**src/rtl/ssdp_map.vh**
```
// Purpose: Constants for the pin-level command, address and write data front end.
// Assumes: Core clock at 50 MHz; all pins are asynchronous to it.
// Notes: Included by the front end, its checker, the controller model and the bench.
// Operation
// - Capture the 23-bit address on main clock rising edge for row/column select.
// - On mode register set, store the captured address as the new configuration.
// - Use the 3-bit group select to pick the internal group for each command.
// - Sample write and auto-renew inputs each main clock rise, decode with select.
// - Decoder works while chip select is low; high select ignores new commands.
// - Raising chip select never aborts bursts or renews already running.
// - Sample the 18-bit write data on both edges of the write clock pair.
// - Sample write mask on both write clock edges; masked beats are not stored.
// - Main clock pair is one differential pair; latch only on true-clock rise.
// - Drive read data on both read clock edges; bits 0-8 pair 0, 9-17 pair 1.
// - Assert read valid flag edge-aligned with the read clock pair.
`ifndef SSDP_MAP_VH
`define SSDP_MAP_VH

`define SSDP_ADDR_W      23
`define SSDP_GRP_W       3
`define SSDP_DATA_W      18
`define SSDP_BEAT_W      3
`define SSDP_WBUF_W      47
`define SSDP_WBUF_DEPTH  16
`define SSDP_WBUF_AW     4

`define SSDP_CMD_MRS     2'h0
`define SSDP_CMD_WRITE   2'h1
`define SSDP_CMD_RENEW   2'h2
`define SSDP_CMD_READ    2'h3

`define SSDP_MODE_RST    23'h000000
`define SSDP_MODE_BL_LSB 3
`define SSDP_MODE_BL_MSB 4

`define SSDP_CLK_NS      20
`define SSDP_RENEW_NS    200
`define SSDP_RENEW_CYC   ((`SSDP_RENEW_NS + `SSDP_CLK_NS - 1) / `SSDP_CLK_NS)
`define SSDP_RCLK_HALF_NS 40
`define SSDP_RCLK_HALF   (`SSDP_RCLK_HALF_NS / `SSDP_CLK_NS)

`endif

```
**src/rtl/ssdp_wbuf.v**
```verilog
// Purpose: Write beat buffer between pin capture and the array side.
// Assumes: Single clock; drain side may stall at will.
// Notes: Read data come from a register stage in front of the store.
`timescale 1ns/1ps
module ssdp_wbuf #(
  parameter WIDTH = 47,
  parameter DEPTH = 16,
  parameter AW    = 4
) (
  // Clock and reset
  input  wire             i_core_clk,
  input  wire             i_rst_b,
  // Fill side
  input  wire             i_in_valid,
  output wire             o_in_ready,
  input  wire [WIDTH-1:0] i_in_data,
  // Drain side
  output reg              o_out_valid,
  input  wire             i_out_ready,
  output reg  [WIDTH-1:0] o_out_data
);
  reg [WIDTH-1:0] mem [0:DEPTH-1];
  reg [AW-1:0]    wr_ptr_reg;
  reg [AW-1:0]    rd_ptr_reg;
  reg [AW:0]      count_reg;
  wire            full  = (count_reg == DEPTH[AW:0]);
  wire            empty = (count_reg == {(AW+1){1'b0}});
  wire            push  = i_in_valid & ~full;
  wire            pop   = ~empty & (~o_out_valid | i_out_ready);

  assign o_in_ready = ~full;

  always @(posedge i_core_clk) begin
    if (push) begin
      mem[wr_ptr_reg] <= i_in_data;
    end
  end

  always @(posedge i_core_clk or negedge i_rst_b) begin
    if (!i_rst_b) begin
      wr_ptr_reg  <= {AW{1'b0}};
      rd_ptr_reg  <= {AW{1'b0}};
      count_reg   <= {(AW+1){1'b0}};
      o_out_valid <= 1'b0;
      o_out_data  <= {WIDTH{1'b0}};
    end else begin
      if (push) begin
        wr_ptr_reg <= wr_ptr_reg + {{(AW-1){1'b0}}, 1'b1};
      end
      if (pop) begin
        rd_ptr_reg <= rd_ptr_reg + {{(AW-1){1'b0}}, 1'b1};
        o_out_data <= mem[rd_ptr_reg];
      end
      if (push & ~pop) begin
        count_reg <= count_reg + {{AW{1'b0}}, 1'b1};
      end else if (pop & ~push) begin
        count_reg <= count_reg - {{AW{1'b0}}, 1'b1};
      end
      if (pop) begin
        o_out_valid <= 1'b1;
      end else if (i_out_ready) begin
        o_out_valid <= 1'b0;
      end
    end
  end
endmodule // ssdp_wbuf

```
**src/rtl/ssdp_pin_if.v**
```verilog
// Purpose: Device-side capture of commands, addresses and write data from the pins.
// Assumes: Pin clocks are far slower than the 50 MHz core clock.
// Notes: Every pin passes two flip-flops, so clock and data keep their alignment.
`timescale 1ns/1ps
`include "ssdp_map.vh"
module ssdp_pin_if (
  // Core clock and reset
  input  wire                    i_core_clk,
  input  wire                    i_rst_b,
  // Main clock pair and command pins
  input  wire                    i_main_clk_pair_p,
  input  wire                    i_main_clk_pair_n,
  input  wire                    i_cs_b,
  input  wire                    i_we_b,
  input  wire                    i_renew_b,
  input  wire [`SSDP_ADDR_W-1:0] i_addr,
  input  wire [`SSDP_GRP_W-1:0]  i_grp,
  // Write clock pair, data and mask pins
  input  wire                    i_write_clk_pair_p,
  input  wire                    i_write_clk_pair_n,
  input  wire [`SSDP_DATA_W-1:0] i_wdata,
  input  wire                    i_write_mask,
  // Decoded command to the array side
  output reg                     o_cmd_valid,
  output reg  [1:0]              o_cmd_kind,
  output reg  [`SSDP_GRP_W-1:0]  o_cmd_grp,
  output reg  [`SSDP_ADDR_W-1:0] o_cmd_addr,
  output reg  [`SSDP_ADDR_W-1:0] o_mode_cfg,
  output reg                     o_renew_busy,
  output reg                     o_write_busy,
  // Write beats to the array side
  output wire                    o_beat_valid,
  input  wire                    i_beat_ready,
  output wire [`SSDP_DATA_W-1:0] o_beat_data,
  output wire [`SSDP_GRP_W-1:0]  o_beat_grp,
  output wire [`SSDP_ADDR_W-1:0] o_beat_addr,
  output wire [`SSDP_BEAT_W-1:0] o_beat_idx,
  output wire                    o_wbuf_ready,
  output reg                     o_beat_drop,
  // Read data from the array side
  input  wire                    i_rd_valid,
  output wire                    o_rd_ready,
  input  wire [`SSDP_DATA_W-1:0] i_rd_data,
  // Read pins
  output reg  [1:0]              o_read_clk_pair_p,
  output reg  [1:0]              o_read_clk_pair_n,
  output reg  [`SSDP_DATA_W-1:0] o_read_data,
  output reg                     o_read_valid_flag
);
  localparam ST_IDLE  = 2'b01;
  localparam ST_BURST = 2'b10;
  localparam CSYNC_W  = 5 + `SSDP_ADDR_W + `SSDP_GRP_W;
  localparam WSYNC_W  = 3 + `SSDP_DATA_W;
  localparam [31:0] RENEW_FULL = `SSDP_RENEW_CYC;

  // Beats per write burst from the two-bit length field.
  function [`SSDP_BEAT_W:0] burst_beats;
    input [1:0] code;
    begin
      case (code)
        2'h0:    burst_beats = 4'h2;
        2'h1:    burst_beats = 4'h4;
        2'h2:    burst_beats = 4'h8;
        default: burst_beats = 4'h8;
      endcase
    end
  endfunction

  // Pair qualified edge: the true line moved and the complement stands opposite.
  function pair_edge;
    input now_p;
    input old_p;
    input now_n;
    input want_high;
    begin
      pair_edge = (now_p != old_p) && (now_p == want_high) && (now_n == ~now_p);
    end
  endfunction

  reg  [CSYNC_W-1:0] csync1_reg;
  reg  [CSYNC_W-1:0] csync2_reg;
  reg                mclk_old_reg;
  reg  [WSYNC_W-1:0] wsync1_reg;
  reg  [WSYNC_W-1:0] wsync2_reg;
  reg                wclk_old_reg;

  always @(posedge i_core_clk or negedge i_rst_b) begin
    if (!i_rst_b) begin
      csync1_reg   <= {CSYNC_W{1'b0}};
      csync2_reg   <= {CSYNC_W{1'b0}};
      mclk_old_reg <= 1'b0;
      wsync1_reg   <= {WSYNC_W{1'b0}};
      wsync2_reg   <= {WSYNC_W{1'b0}};
      wclk_old_reg <= 1'b0;
    end else begin
      csync1_reg   <= {i_main_clk_pair_p, i_main_clk_pair_n, i_cs_b, i_we_b,
                       i_renew_b, i_addr, i_grp};
      csync2_reg   <= csync1_reg;
      mclk_old_reg <= csync2_reg[CSYNC_W-1];
      wsync1_reg   <= {i_write_clk_pair_p, i_write_clk_pair_n, i_write_mask, i_wdata};
      wsync2_reg   <= wsync1_reg;
      wclk_old_reg <= wsync2_reg[WSYNC_W-1];
    end
  end

  wire                    m_p    = csync2_reg[CSYNC_W-1];
  wire                    m_n    = csync2_reg[CSYNC_W-2];
  wire                    s_cs_b = csync2_reg[CSYNC_W-3];
  wire [1:0]              s_cmd  = csync2_reg[CSYNC_W-4:CSYNC_W-5];
  wire [`SSDP_ADDR_W-1:0] s_addr = csync2_reg[`SSDP_ADDR_W+`SSDP_GRP_W-1:`SSDP_GRP_W];
  wire [`SSDP_GRP_W-1:0]  s_grp  = csync2_reg[`SSDP_GRP_W-1:0];
  wire                    w_p    = wsync2_reg[WSYNC_W-1];
  wire                    w_n    = wsync2_reg[WSYNC_W-2];
  wire                    s_mask = wsync2_reg[`SSDP_DATA_W];
  wire [`SSDP_DATA_W-1:0] s_wd   = wsync2_reg[`SSDP_DATA_W-1:0];

  // Only the true clock rise latches; the complement merely qualifies it.
  wire mclk_rise = pair_edge(m_p, mclk_old_reg, m_n, 1'b1);
  wire cmd_take  = mclk_rise & ~s_cs_b;
  wire wclk_edge = pair_edge(w_p, wclk_old_reg, w_n, 1'b1) |
                   pair_edge(w_p, wclk_old_reg, w_n, 1'b0);

  reg  [1:0]              wst_reg;
  reg  [1:0]              wst_next;
  reg  [`SSDP_BEAT_W:0]   left_reg;
  reg  [`SSDP_BEAT_W:0]   left_next;
  reg  [`SSDP_BEAT_W-1:0] idx_reg;
  reg  [`SSDP_BEAT_W-1:0] idx_next;
  reg  [`SSDP_ADDR_W-1:0] waddr_reg;
  reg  [`SSDP_GRP_W-1:0]  wgrp_reg;
  reg  [7:0]              renew_cnt_reg;
  wire                    in_ready;
  wire                    wr_cmd   = cmd_take && (s_cmd == `SSDP_CMD_WRITE);
  wire                    beat_in  = (wst_reg == ST_BURST) && wclk_edge;
  // The mask sampled on this edge judges this edge's word alone.
  wire                    beat_keep = beat_in & ~s_mask;

  // A new write restarts the burst; raising select has no effect on it.
  always @* begin
    wst_next  = wst_reg;
    left_next = left_reg;
    idx_next  = idx_reg;
    case (wst_reg)
      ST_IDLE: begin
        if (wr_cmd) begin
          wst_next  = ST_BURST;
          left_next = burst_beats(o_mode_cfg[`SSDP_MODE_BL_MSB:`SSDP_MODE_BL_LSB]);
          idx_next  = {`SSDP_BEAT_W{1'b0}};
        end
      end
      ST_BURST: begin
        if (beat_in) begin
          left_next = left_reg - {{`SSDP_BEAT_W{1'b0}}, 1'b1};
          idx_next  = idx_reg + {{(`SSDP_BEAT_W-1){1'b0}}, 1'b1};
          if (left_reg == {{`SSDP_BEAT_W{1'b0}}, 1'b1}) begin
            wst_next = ST_IDLE;
          end
        end
        if (wr_cmd) begin
          left_next = burst_beats(o_mode_cfg[`SSDP_MODE_BL_MSB:`SSDP_MODE_BL_LSB]);
          idx_next  = {`SSDP_BEAT_W{1'b0}};
          wst_next  = ST_BURST;
        end
      end
      default: begin
        wst_next  = ST_IDLE;
        left_next = {(`SSDP_BEAT_W+1){1'b0}};
        idx_next  = {`SSDP_BEAT_W{1'b0}};
      end
    endcase
  end

  always @(posedge i_core_clk or negedge i_rst_b) begin
    if (!i_rst_b) begin
      wst_reg       <= ST_IDLE;
      left_reg      <= {(`SSDP_BEAT_W+1){1'b0}};
      idx_reg       <= {`SSDP_BEAT_W{1'b0}};
      waddr_reg     <= {`SSDP_ADDR_W{1'b0}};
      wgrp_reg      <= {`SSDP_GRP_W{1'b0}};
      o_cmd_valid   <= 1'b0;
      o_cmd_kind    <= `SSDP_CMD_READ;
      o_cmd_grp     <= {`SSDP_GRP_W{1'b0}};
      o_cmd_addr    <= {`SSDP_ADDR_W{1'b0}};
      o_mode_cfg    <= `SSDP_MODE_RST;
      renew_cnt_reg <= 8'h00;
      o_renew_busy  <= 1'b0;
      o_write_busy  <= 1'b0;
      o_beat_drop   <= 1'b0;
    end else begin
      wst_reg      <= wst_next;
      left_reg     <= left_next;
      idx_reg      <= idx_next;
      o_write_busy <= (wst_next == ST_BURST);
      o_cmd_valid  <= cmd_take;
      o_beat_drop  <= beat_keep & ~in_ready;
      if (cmd_take) begin
        o_cmd_kind <= s_cmd;
        o_cmd_grp  <= s_grp;
        o_cmd_addr <= s_addr;
      end
      if (wr_cmd) begin
        waddr_reg <= s_addr;
        wgrp_reg  <= s_grp;
      end
      if (cmd_take && (s_cmd == `SSDP_CMD_MRS)) begin
        o_mode_cfg <= s_addr;
      end
      // The renew runs out its time even if select goes high meanwhile.
      if (cmd_take && (s_cmd == `SSDP_CMD_RENEW)) begin
        renew_cnt_reg <= RENEW_FULL[7:0];
        o_renew_busy  <= 1'b1;
      end else if (renew_cnt_reg != 8'h00) begin
        renew_cnt_reg <= renew_cnt_reg - 8'h01;
        o_renew_busy  <= (renew_cnt_reg != 8'h01);
      end
    end
  end

  // The pins cannot be stalled, so a beat arriving at a full buffer is lost.
  ssdp_wbuf #(
    .WIDTH (`SSDP_WBUF_W),
    .DEPTH (`SSDP_WBUF_DEPTH),
    .AW    (`SSDP_WBUF_AW)
  ) u_wbuf (
    .i_core_clk  (i_core_clk),
    .i_rst_b     (i_rst_b),
    .i_in_valid  (beat_keep),
    .o_in_ready  (in_ready),
    .i_in_data   ({s_wd, wgrp_reg, waddr_reg, idx_reg}),
    .o_out_valid (o_beat_valid),
    .i_out_ready (i_beat_ready),
    .o_out_data  ({o_beat_data, o_beat_grp, o_beat_addr, o_beat_idx})
  );

  assign o_wbuf_ready = in_ready;

  // Read side: a free-running clock pair from a divider, data moved on each edge.
  reg  [7:0] rdiv_reg;
  wire       rtoggle = (rdiv_reg == (`SSDP_RCLK_HALF - 1));

  assign o_rd_ready = rtoggle;

  always @(posedge i_core_clk or negedge i_rst_b) begin
    if (!i_rst_b) begin
      rdiv_reg          <= 8'h00;
      o_read_clk_pair_p <= 2'b00;
      o_read_clk_pair_n <= 2'b11;
      o_read_data       <= {`SSDP_DATA_W{1'b0}};
      o_read_valid_flag <= 1'b0;
    end else begin
      rdiv_reg <= rtoggle ? 8'h00 : rdiv_reg + 8'h01;
      if (rtoggle) begin
        o_read_clk_pair_p <= ~o_read_clk_pair_p;
        o_read_clk_pair_n <= ~o_read_clk_pair_n;
        // Both halves move with both pairs, so each pair frames its own nine bits.
        o_read_data       <= i_rd_valid ? i_rd_data : {`SSDP_DATA_W{1'b0}};
        o_read_valid_flag <= i_rd_valid;
      end
    end
  end
endmodule // ssdp_pin_if

```
**config.mk**
```make
export PLATFORM = sky130hd
export DESIGN_NAME = ssdp_pin_if
export DESIGN_NICKNAME = d
export VERILOG_FILES = /design/src/rtl/ssdp_wbuf.v /design/src/rtl/ssdp_pin_if.v
export VERILOG_INCLUDE_DIRS = /design/src /design/src/rtl
export SDC_FILE = /design/constraint.sdc
export NUM_CORES = 1
export LEC_CHECK = 0
export BUFFER_PORTS_ARGS = -buffer_cell sky130_fd_sc_hd__buf_2
export CAP_MARGIN = 10
export CELL_PAD_IN_SITES_DETAIL_PLACEMENT = 1
export CELL_PAD_IN_SITES_GLOBAL_PLACEMENT = 1
export CORE_ASPECT_RATIO = 2
export CORE_UTILIZATION = 42
export CTS_CLUSTER_DIAMETER = 30
export DETAILED_ROUTE_END_ITERATION = 6
export PLACE_DENSITY = 0.62
export RECOVER_POWER = 100
export SLEW_MARGIN = 25
export SYNTH_ARGS = -nofsm -noshare
export SYNTH_HDL_FRONTEND = slang
export SYNTH_HIERARCHICAL = 1
export SYNTH_SLANG_ARGS = --single-unit
export TNS_END_PERCENT = 30
```
**constraint.sdc**
```tcl
create_clock -name i_core_clk -period 6.3 [get_ports i_core_clk]
set_clock_uncertainty 0.2 [all_clocks]
set_input_delay 0.945 -clock i_core_clk [delete_from_list [all_inputs] [get_ports i_core_clk]]
set_output_delay 0.945 -clock i_core_clk [all_outputs]
set_load 0.01 [all_outputs]
```
==> results of run 1 <==
-- metrics by stage --
step                      cell area [um^2]  util [%]  hold slack [ns]
after CTS                            46200      50.5           0.0414
after detailed placement             41300      45.1            0.136
after floorplan                      38900         -            0.131
after global routing                 45800      50.1           0.0579
final                                45800      50.1            0.101
after global placement               41300      45.1            0.133
-- layout make-up --
cell class | count | area (um^2) | share of cell area, %
clock buffer | 165 | 3850 | 8.40
clock inverter | 95 | 1090 | 2.38
inverter | 16 | 60.1 | 0.131
multi-input combinational | 815 | 8270 | 18.0
sequential | 1048 | 30000 | 65.5
tap | 1192 | 1490 | 3.25
timing repair buffer | 234 | 1060 | 2.31
-- synthesized netlist by cell type (all sizes together) (3+ instances only) --
master	instances
nand3	27
or2	3
xnor2	23
mux4	188
o211ai	6
o21ai	6
buf	65
a21oi	58
dfrtp	291
nor4	5
nand2	221
or4	4
ha	19
clkbuf	36
nor3	9
inv	16
o22ai	95
edfxtp	752
nand2b	5
dfstp	5
or3	3
nand4	4
mux2	72
nor2	32
-- cells in the final DEF, fill, tap and decap left out, types with 21 or more instances in the layout --
master	n
inv_6	21
clkbuf_1	146
a21oi_1	27
nand2_1	221
edfxtp_1	752
a21oi_2	30
mux4_2	188
o22ai_1	95
xnor2_1	23
mux2_2	38
nand3_1	27
buf_2	73
clkbuf_16	150
dfrtp_1	288
mux2_1	32
-- cell families after synthesis --
family	share of synthesized area [%]
xor+xnor	0.563
flops	77.1
compound gates	3.20
buf+inv	1.64
simple gates	3.59
fa+ha+maj	0.663
mux	13.2
-- critical path, stage by stage, from the launching register on --
cell,delay (ns)
dfrtp_2,1.10
clkbuf_1,2.55
mux4_2,0.57
mux2_1,0.41
o22ai_1,0.18
a21oi_2,0.05
-- report_power, final --
group	switching (uW)	internal [uW]	leakage, uW
Sequential	680	7880	0.0105
Clock	3180	5020	0.00238
Combinational	2110	1900	0.00339
Total	5960	14800	0.0162
-- per-layer routing --
metal  track usage, %  share of wire (%)  wire (um)
met5                0                  0          0
met4             7.65                3.1       2890
met3             5.13                5.7       5280
met2             36.6                 53      49400
met1             24.4                 38      35900
-- path summary, 6_finish.rpt --
check | slack [ns] | end | startpoint
worst max-delay path | 1.04 | u_wbuf/o_out_data[21] | u_wbuf/rd_ptr_reg[3]
worst min-delay path | 0.10 | wsync1_reg[15] | i_wdata[15]
worst max register to register | 1.04 | u_wbuf/o_out_data[21] | u_wbuf/rd_ptr_reg[3]
worst min register to register | 0.14 | csync2_reg[5] | csync1_reg[5]
max in group asynchronous | 1.69 | u_wbuf/o_out_data[20] | i_rst_b
min in group asynchronous | 0.98 | u_wbuf/o_out_data[9] | i_rst_b
==> results.md, run 1 <==
* Outcome: finished with violations
* Failing checks: capacitance limit, slew limit
* Crit path DAT at around 5.6 ns
* Die area at 93900 um^2
* Reg2reg path depth at 5
* Share of layout cells above drive strength 1 at 26.5%
* Placer congestion estimate at 0.762
* Final non-filler cell total at about 3600
* Die X at about 220 um
* Tot GR Track Use at between 20 and 25%
* Worst Path Required at 6.65 ns
* Pre-CTS setup slack at just over 2 ns
* I/O Buffers at between 200 and 250
* Global-route wire length before repair at about 140 mm
* Number of global-route vias before repair at between 20000 and 25000
* Initial antenna violation count at 1
* Post-synth EDFFs at around 750
* Area growth syn-to-layout at 17.8%
* Syn Nets at 2074
* Vias at between 15000 and 20000
* Postcts setup bufs at 0
* Worst VDD drop at between 200 and 300 uV
* Kind of critical path: reg2reg
* Number of max-slew violations in the final report at 544
* Resized Gates After CTS at 0
* Yosys reg bits at between 1000 and 1500
* Boundary Pins at between 200 and 250
* Regs by FF count: u_wbuf/mem: 752 flops, u_wbuf/o_out_data: 47 flops
* Largest net degree at the start of global routing at 120
* Setup_tns at 0 ns
* Pwr/cell area at between 400 and 500 nW/um^2
* Final min period at approximately 5.3 ns
* # fillers at 8483
* Number of vias per cell at 5.40
* Antenna diode count at 0
* Total grt overflow at 0
* Fin. Hold Viols at 0
* Initial DRC count at 1015
* Post-synth ARST share at between 20% and 30%
* Clock Tree Buf Depth at 3
* Distinct cells, synth at between 60 and 70
* Hold buffers post-CTS at 0
* Final setup vio count at 0
* Die Y at ~430 um
* WL/cell at 26.2 um
* Power, Total at roughly 21000 uW
* Highest Clock Rate at 190 MHz
* Pleak at about 0.016 uW
* Max Cap Violations at 10
* Clock transition at path regs at approximately 0.060 ns
* Core region area at around 90000 um^2
* Post-route setup slack at a little over 1 ns
* Reg with most FFs: u_wbuf/mem
* TritonCTS Buffers at about 140
* DP Cell Count at roughly 3300
* DR pass1 iterations at 5
* Slew @ Worst Pin at 3.54 ns
* Setup crit start kind: register
* Number of flip-flops in the largest register at around 750
* Mapped Area at ~39000 um^2
* Critical Path Fanout Max at 52
* Worst Hold Class: in2reg
* Syn Area/Cell at 19.6 um^2
* RSZ-0062 raised after global routing: no
* Hold path depth at 1
* Nets at between 2000 and 2500
* # rows at roughly 160
* H-tree Lvls at 4
* HPWL Detailed at between 50 and 60 mm
* Synth warn at 6
* Synth area leaders: edfxtp_1 58%, dfrtp_1 19%, mux4_2 11%, nand2_1 2.1%, o22ai_1 1.5%
* Root buf cell: clkbuf_16
* Register area share after synthesis at 77.1%
* Leading area contributor after synthesis: edfxtp_1
* Rel. slew slack at -136%
* Most used DFF post-synth: edfxtp_1
* CTS tree: done
* # clock sinks at between 1000 and 1500
* Fin crit share at 83.5%
* Skew-Pair Late Insertion Delay at 0.74 ns
* WL final at about 93 mm
* Synth Instances at ~2000
* Drc violations at 0
* Yosys top cell area share at 58.1%
* Post-DRT Antenna Nets at 0
* Initial Util at 42.5%
* Crit. End Element: register
Power figures use the tool's default switching activity.
==> inputs of run 2 (changes only) <==
- ABC_AREA: not set -> 1
- PLACE_DENSITY: 0.62 -> 0.68
- clock period: 6.3 -> 4.7 ns (I/O delays scaled with it)
==> run 2 against run 1 <==
  * The flow still finishes with violations (capacitance limit, slew limit)
  * Die area is 5.0% higher
  * Final area is 4.6% higher
  * Combinational power is 75% higher
  * Sequential share of layout area is 2.9 points lower
  * Synthesized area is 5.1% higher
  * Critical path depth is 3 higher
  * Synthesized cell count is 75% higher
==> results.md, run 2 <==
* Outcome: finished with violations
* Failing checks: capacitance limit, slew limit
* Placer congestion estimate at 0.749
* Kind of critical path: reg2reg
* Design Area, Final at approximately 48000 um^2
* Pre-CTS setup slack at between 1 and 1.5 ns
* RSZ-0062 raised after global routing: no
* Distinct cells, synth at 40
* Initial Util at between 40 and 50%
* Post-route setup slack at between 0.7 and 0.8 ns
* Number of vias per cell at approximately 5.3
* CTS tree: done
* Bufs and invs on worst path at 3
* H-tree Lvls at 4
* Crit path DAT at roughly 4 ns
* Commonest non-fill, non-tap cell in the layout: nand2_1
* Leading area contributor after synthesis: edfxtp_1
* Tot GR Track Use at approximately 23%
* CP peak stage delay at between 1.5 and 2 ns
* Boundary Pins at between 200 and 250
* Root buf cell: clkbuf_16
* TritonCTS Buffers at 135
* Initial DRC count at 1712
* Pleak at around 0.019 uW
* Regs by FF count: u_wbuf/mem: 752 flops, u_wbuf/o_out_data: 47 flops
* Initial antenna violation count at 1
* Number of flip-flops in the largest register at around 750
* Crit path max-delay family: buffers and inverters
* Share of layout cells above drive strength 1 at around 10%
* Number of global-route vias before repair at 29000
* Synth warn at 6
* Clock transition at path regs at about 0.060 ns
* Pwr/cell area at a little over 600 nW/um^2
* Most numerous cell in the Yosys netlist: nand2_1
* Clock Tree Buf Depth at 3
* WL final at ~110 mm
* Critical Path Fanout Max at 47
* Fin crit share at ~85%
* Worst Hold Class: in2reg
* # rows at between 150 and 200
* Worst Path Required at around 4.8 ns
* Resized Gates After CTS at 0
* Highest Clock Rate at 251 MHz
* CP Cell Sequence: inv_1, ha_1, nand2_1, nor2_1, nand2_1, buf_4, nor3_2, clkbuf_2
* Synth area leaders: edfxtp_1 55%, dfrtp_1 18%, nand2_1 12%, nand3_1 7.2%, buf_2 1.0%
* Core region area at about 96000 um^2
* I/O Buffers at roughly 200
* Setup_tns at 0 ns
* Post-synth ARST share at between 20 and 30%
* Top cells by count, synth: 1340 x nand2_1, 752 x edfxtp_1, 589 x nand3_1, 291 x dfrtp_1, 85 x buf_2
* Die Y at 443 um
* Reg with most FFs: u_wbuf/mem
* Register area share after synthesis at 73.4%
* Die area at between 90000 and 100000 um^2
* Slew @ Worst Pin at ~2.3 ns
* Final min period at roughly 4.0 ns
* Most used DFF post-synth: edfxtp_1
* Most frequent CP cell: nand2_1
* Skew-Pair Late Insertion Delay at around 0.75 ns
* Most used cells in the layout excluding fill and tap cells: 1342 x nand2_1, 752 x edfxtp_1, 591 x nand3_1
* Mapped Area at 40900 um^2
* Drc violations at 0
* Area growth syn-to-layout at 17.4%
* # clock sinks at between 1000 and 1500
* Total grt overflow at 0
* Setup crit start kind: register
* DR pass1 iterations at 6
* Syn Area/Cell at about 12 um^2
* Number of max-slew violations in the final report at 916
* Syn Nets at between 3000 and 4000
* HPWL Detailed at 57.0 mm
* WL/cell at 22.0 um
* Largest net degree at the start of global routing at between 150 and 200
* Post-synth EDFFs at about 750
* Die X at around 220 um
* Fin. Hold Viols at 0
* Nets at between 3000 and 4000
* Global-route wire length before repair at between 150 and 200 mm
* Rel. slew slack at -53.5%
* CP max-delay cell: clkbuf_2
* Post-DRT Antenna Nets at 0
* Crit. End Element: register
* Yosys reg bits at between 1000 and 1500
* Worst VDD drop at around 380 uV
* Final setup vio count at 0
* Placed instance area at roughly 43000 um^2
* Synth Instances at 3463
* Yosys top cell area share at between 50% and 60%
* Vias at between 20000 and 30000
* Max Cap Violations at 19
run 2: changes by cell type after synthesis, sizes merged, moves of 70 or more:
| cell | previous run | this run |
|---|---|---|
| nand2 | 221 | 1354 |
| nand3 | 27 | 591 |
| mux4 | 188 | 0 |
| o22ai | 95 | 0 |
| buf | 65 | 153 |
| o21ai | 6 | 89 |
| mux2 | 72 | 0 |
| inv | 16 | 86 |
run 2: worst paths after layout:
path                           startpoint                   end  slack (ns)  cells past startpoint
min in group asynchronous         i_rst_b        o_mode_cfg[11]        1.00                      2
min reg2reg                csync1_reg[16]        csync2_reg[16]        0.14                      0
max in group asynchronous         i_rst_b  u_wbuf/rd_ptr_reg[0]        1.16                      3
max reg2reg                    wst_reg[0]      u_wbuf/mem[5][0]        0.72                      8
min                            i_rd_valid     o_read_valid_flag        0.11                      3
max                            wst_reg[0]      u_wbuf/mem[5][0]        0.72                      8
run 2: cell families after synthesis:
| family | share of synthesized area, % |
|---|---|
| buf+inv | 3.71 |
| xor+xnor | 0.386 |
| simple gates | 20.6 |
| compound gates | 1.25 |
| fa+ha+maj | 0.631 |
| flops | 73.4 |
run 2: power by group:
part | internal (uW) | switching [uW] | total, uW | leakage, uW
Sequential | 10600 | 748 | 11300 | 0.0104
Combinational | 2060 | 4940 | 7010 | 0.00645
Clock | 6670 | 4130 | 10800 | 0.00230
Total | 19300 | 9820 | 29100 | 0.0192
run 2: worst register-to-register path, stage by stage, from the launching register on:
cell and delay (ns):
dfstp_1 0.37, inv_1 0.07, ha_1 0.36, nand2_1 0.29, nor2_1 0.16, nand2_1 0.06, buf_4 0.21, nor3_2 0.14
clkbuf_2 1.58
run 2: layout make-up:
cell class	count	area, um^2
Fill cell	10100	48300
Sequential cell	1048	30000
Multi-Input combinational cell	2142	9310
Clock buffer	164	3720
Timing Repair Buffer	321	1960
Tap cell	1222	1530
Clock inverter	88	1080
Inverter	86	345
Antenna cell	2	5.00
run 2: per-layer routing:
layer	up-vias	GRT usage, %	part of all wire [%]
li1	12300	-	-
met1	13800	27.2	40
met2	692	42.3	53
met3	172	4.27	5.0
met4	0	7.59	2.4
met5	-	0	0
run 2: per-stage QoR:
| step | util, % | hold slack, ns | std cells | power [uW] |
|---|---|---|---|---|
| after floorplan | - | 0.131 | 3463 | 16400 |
| after global placement | 44.6 | 0.132 | 4747 | 18400 |
| after detailed placement | 44.6 | 0.136 | 4747 | 18600 |
| after CTS | 50.3 | 0.119 | 5071 | 29500 |
| after global routing | 49.8 | 0.0936 | 5072 | 30600 |
| final | 49.8 | 0.113 | 5073 | 29100 |
run 2: what timing repair did:
item / 4_1_cts / 5_1_grt
endpoints found under the hold margin: 150 / 0
hold buffers: 72 / 0
setup buffers: 0 / 0
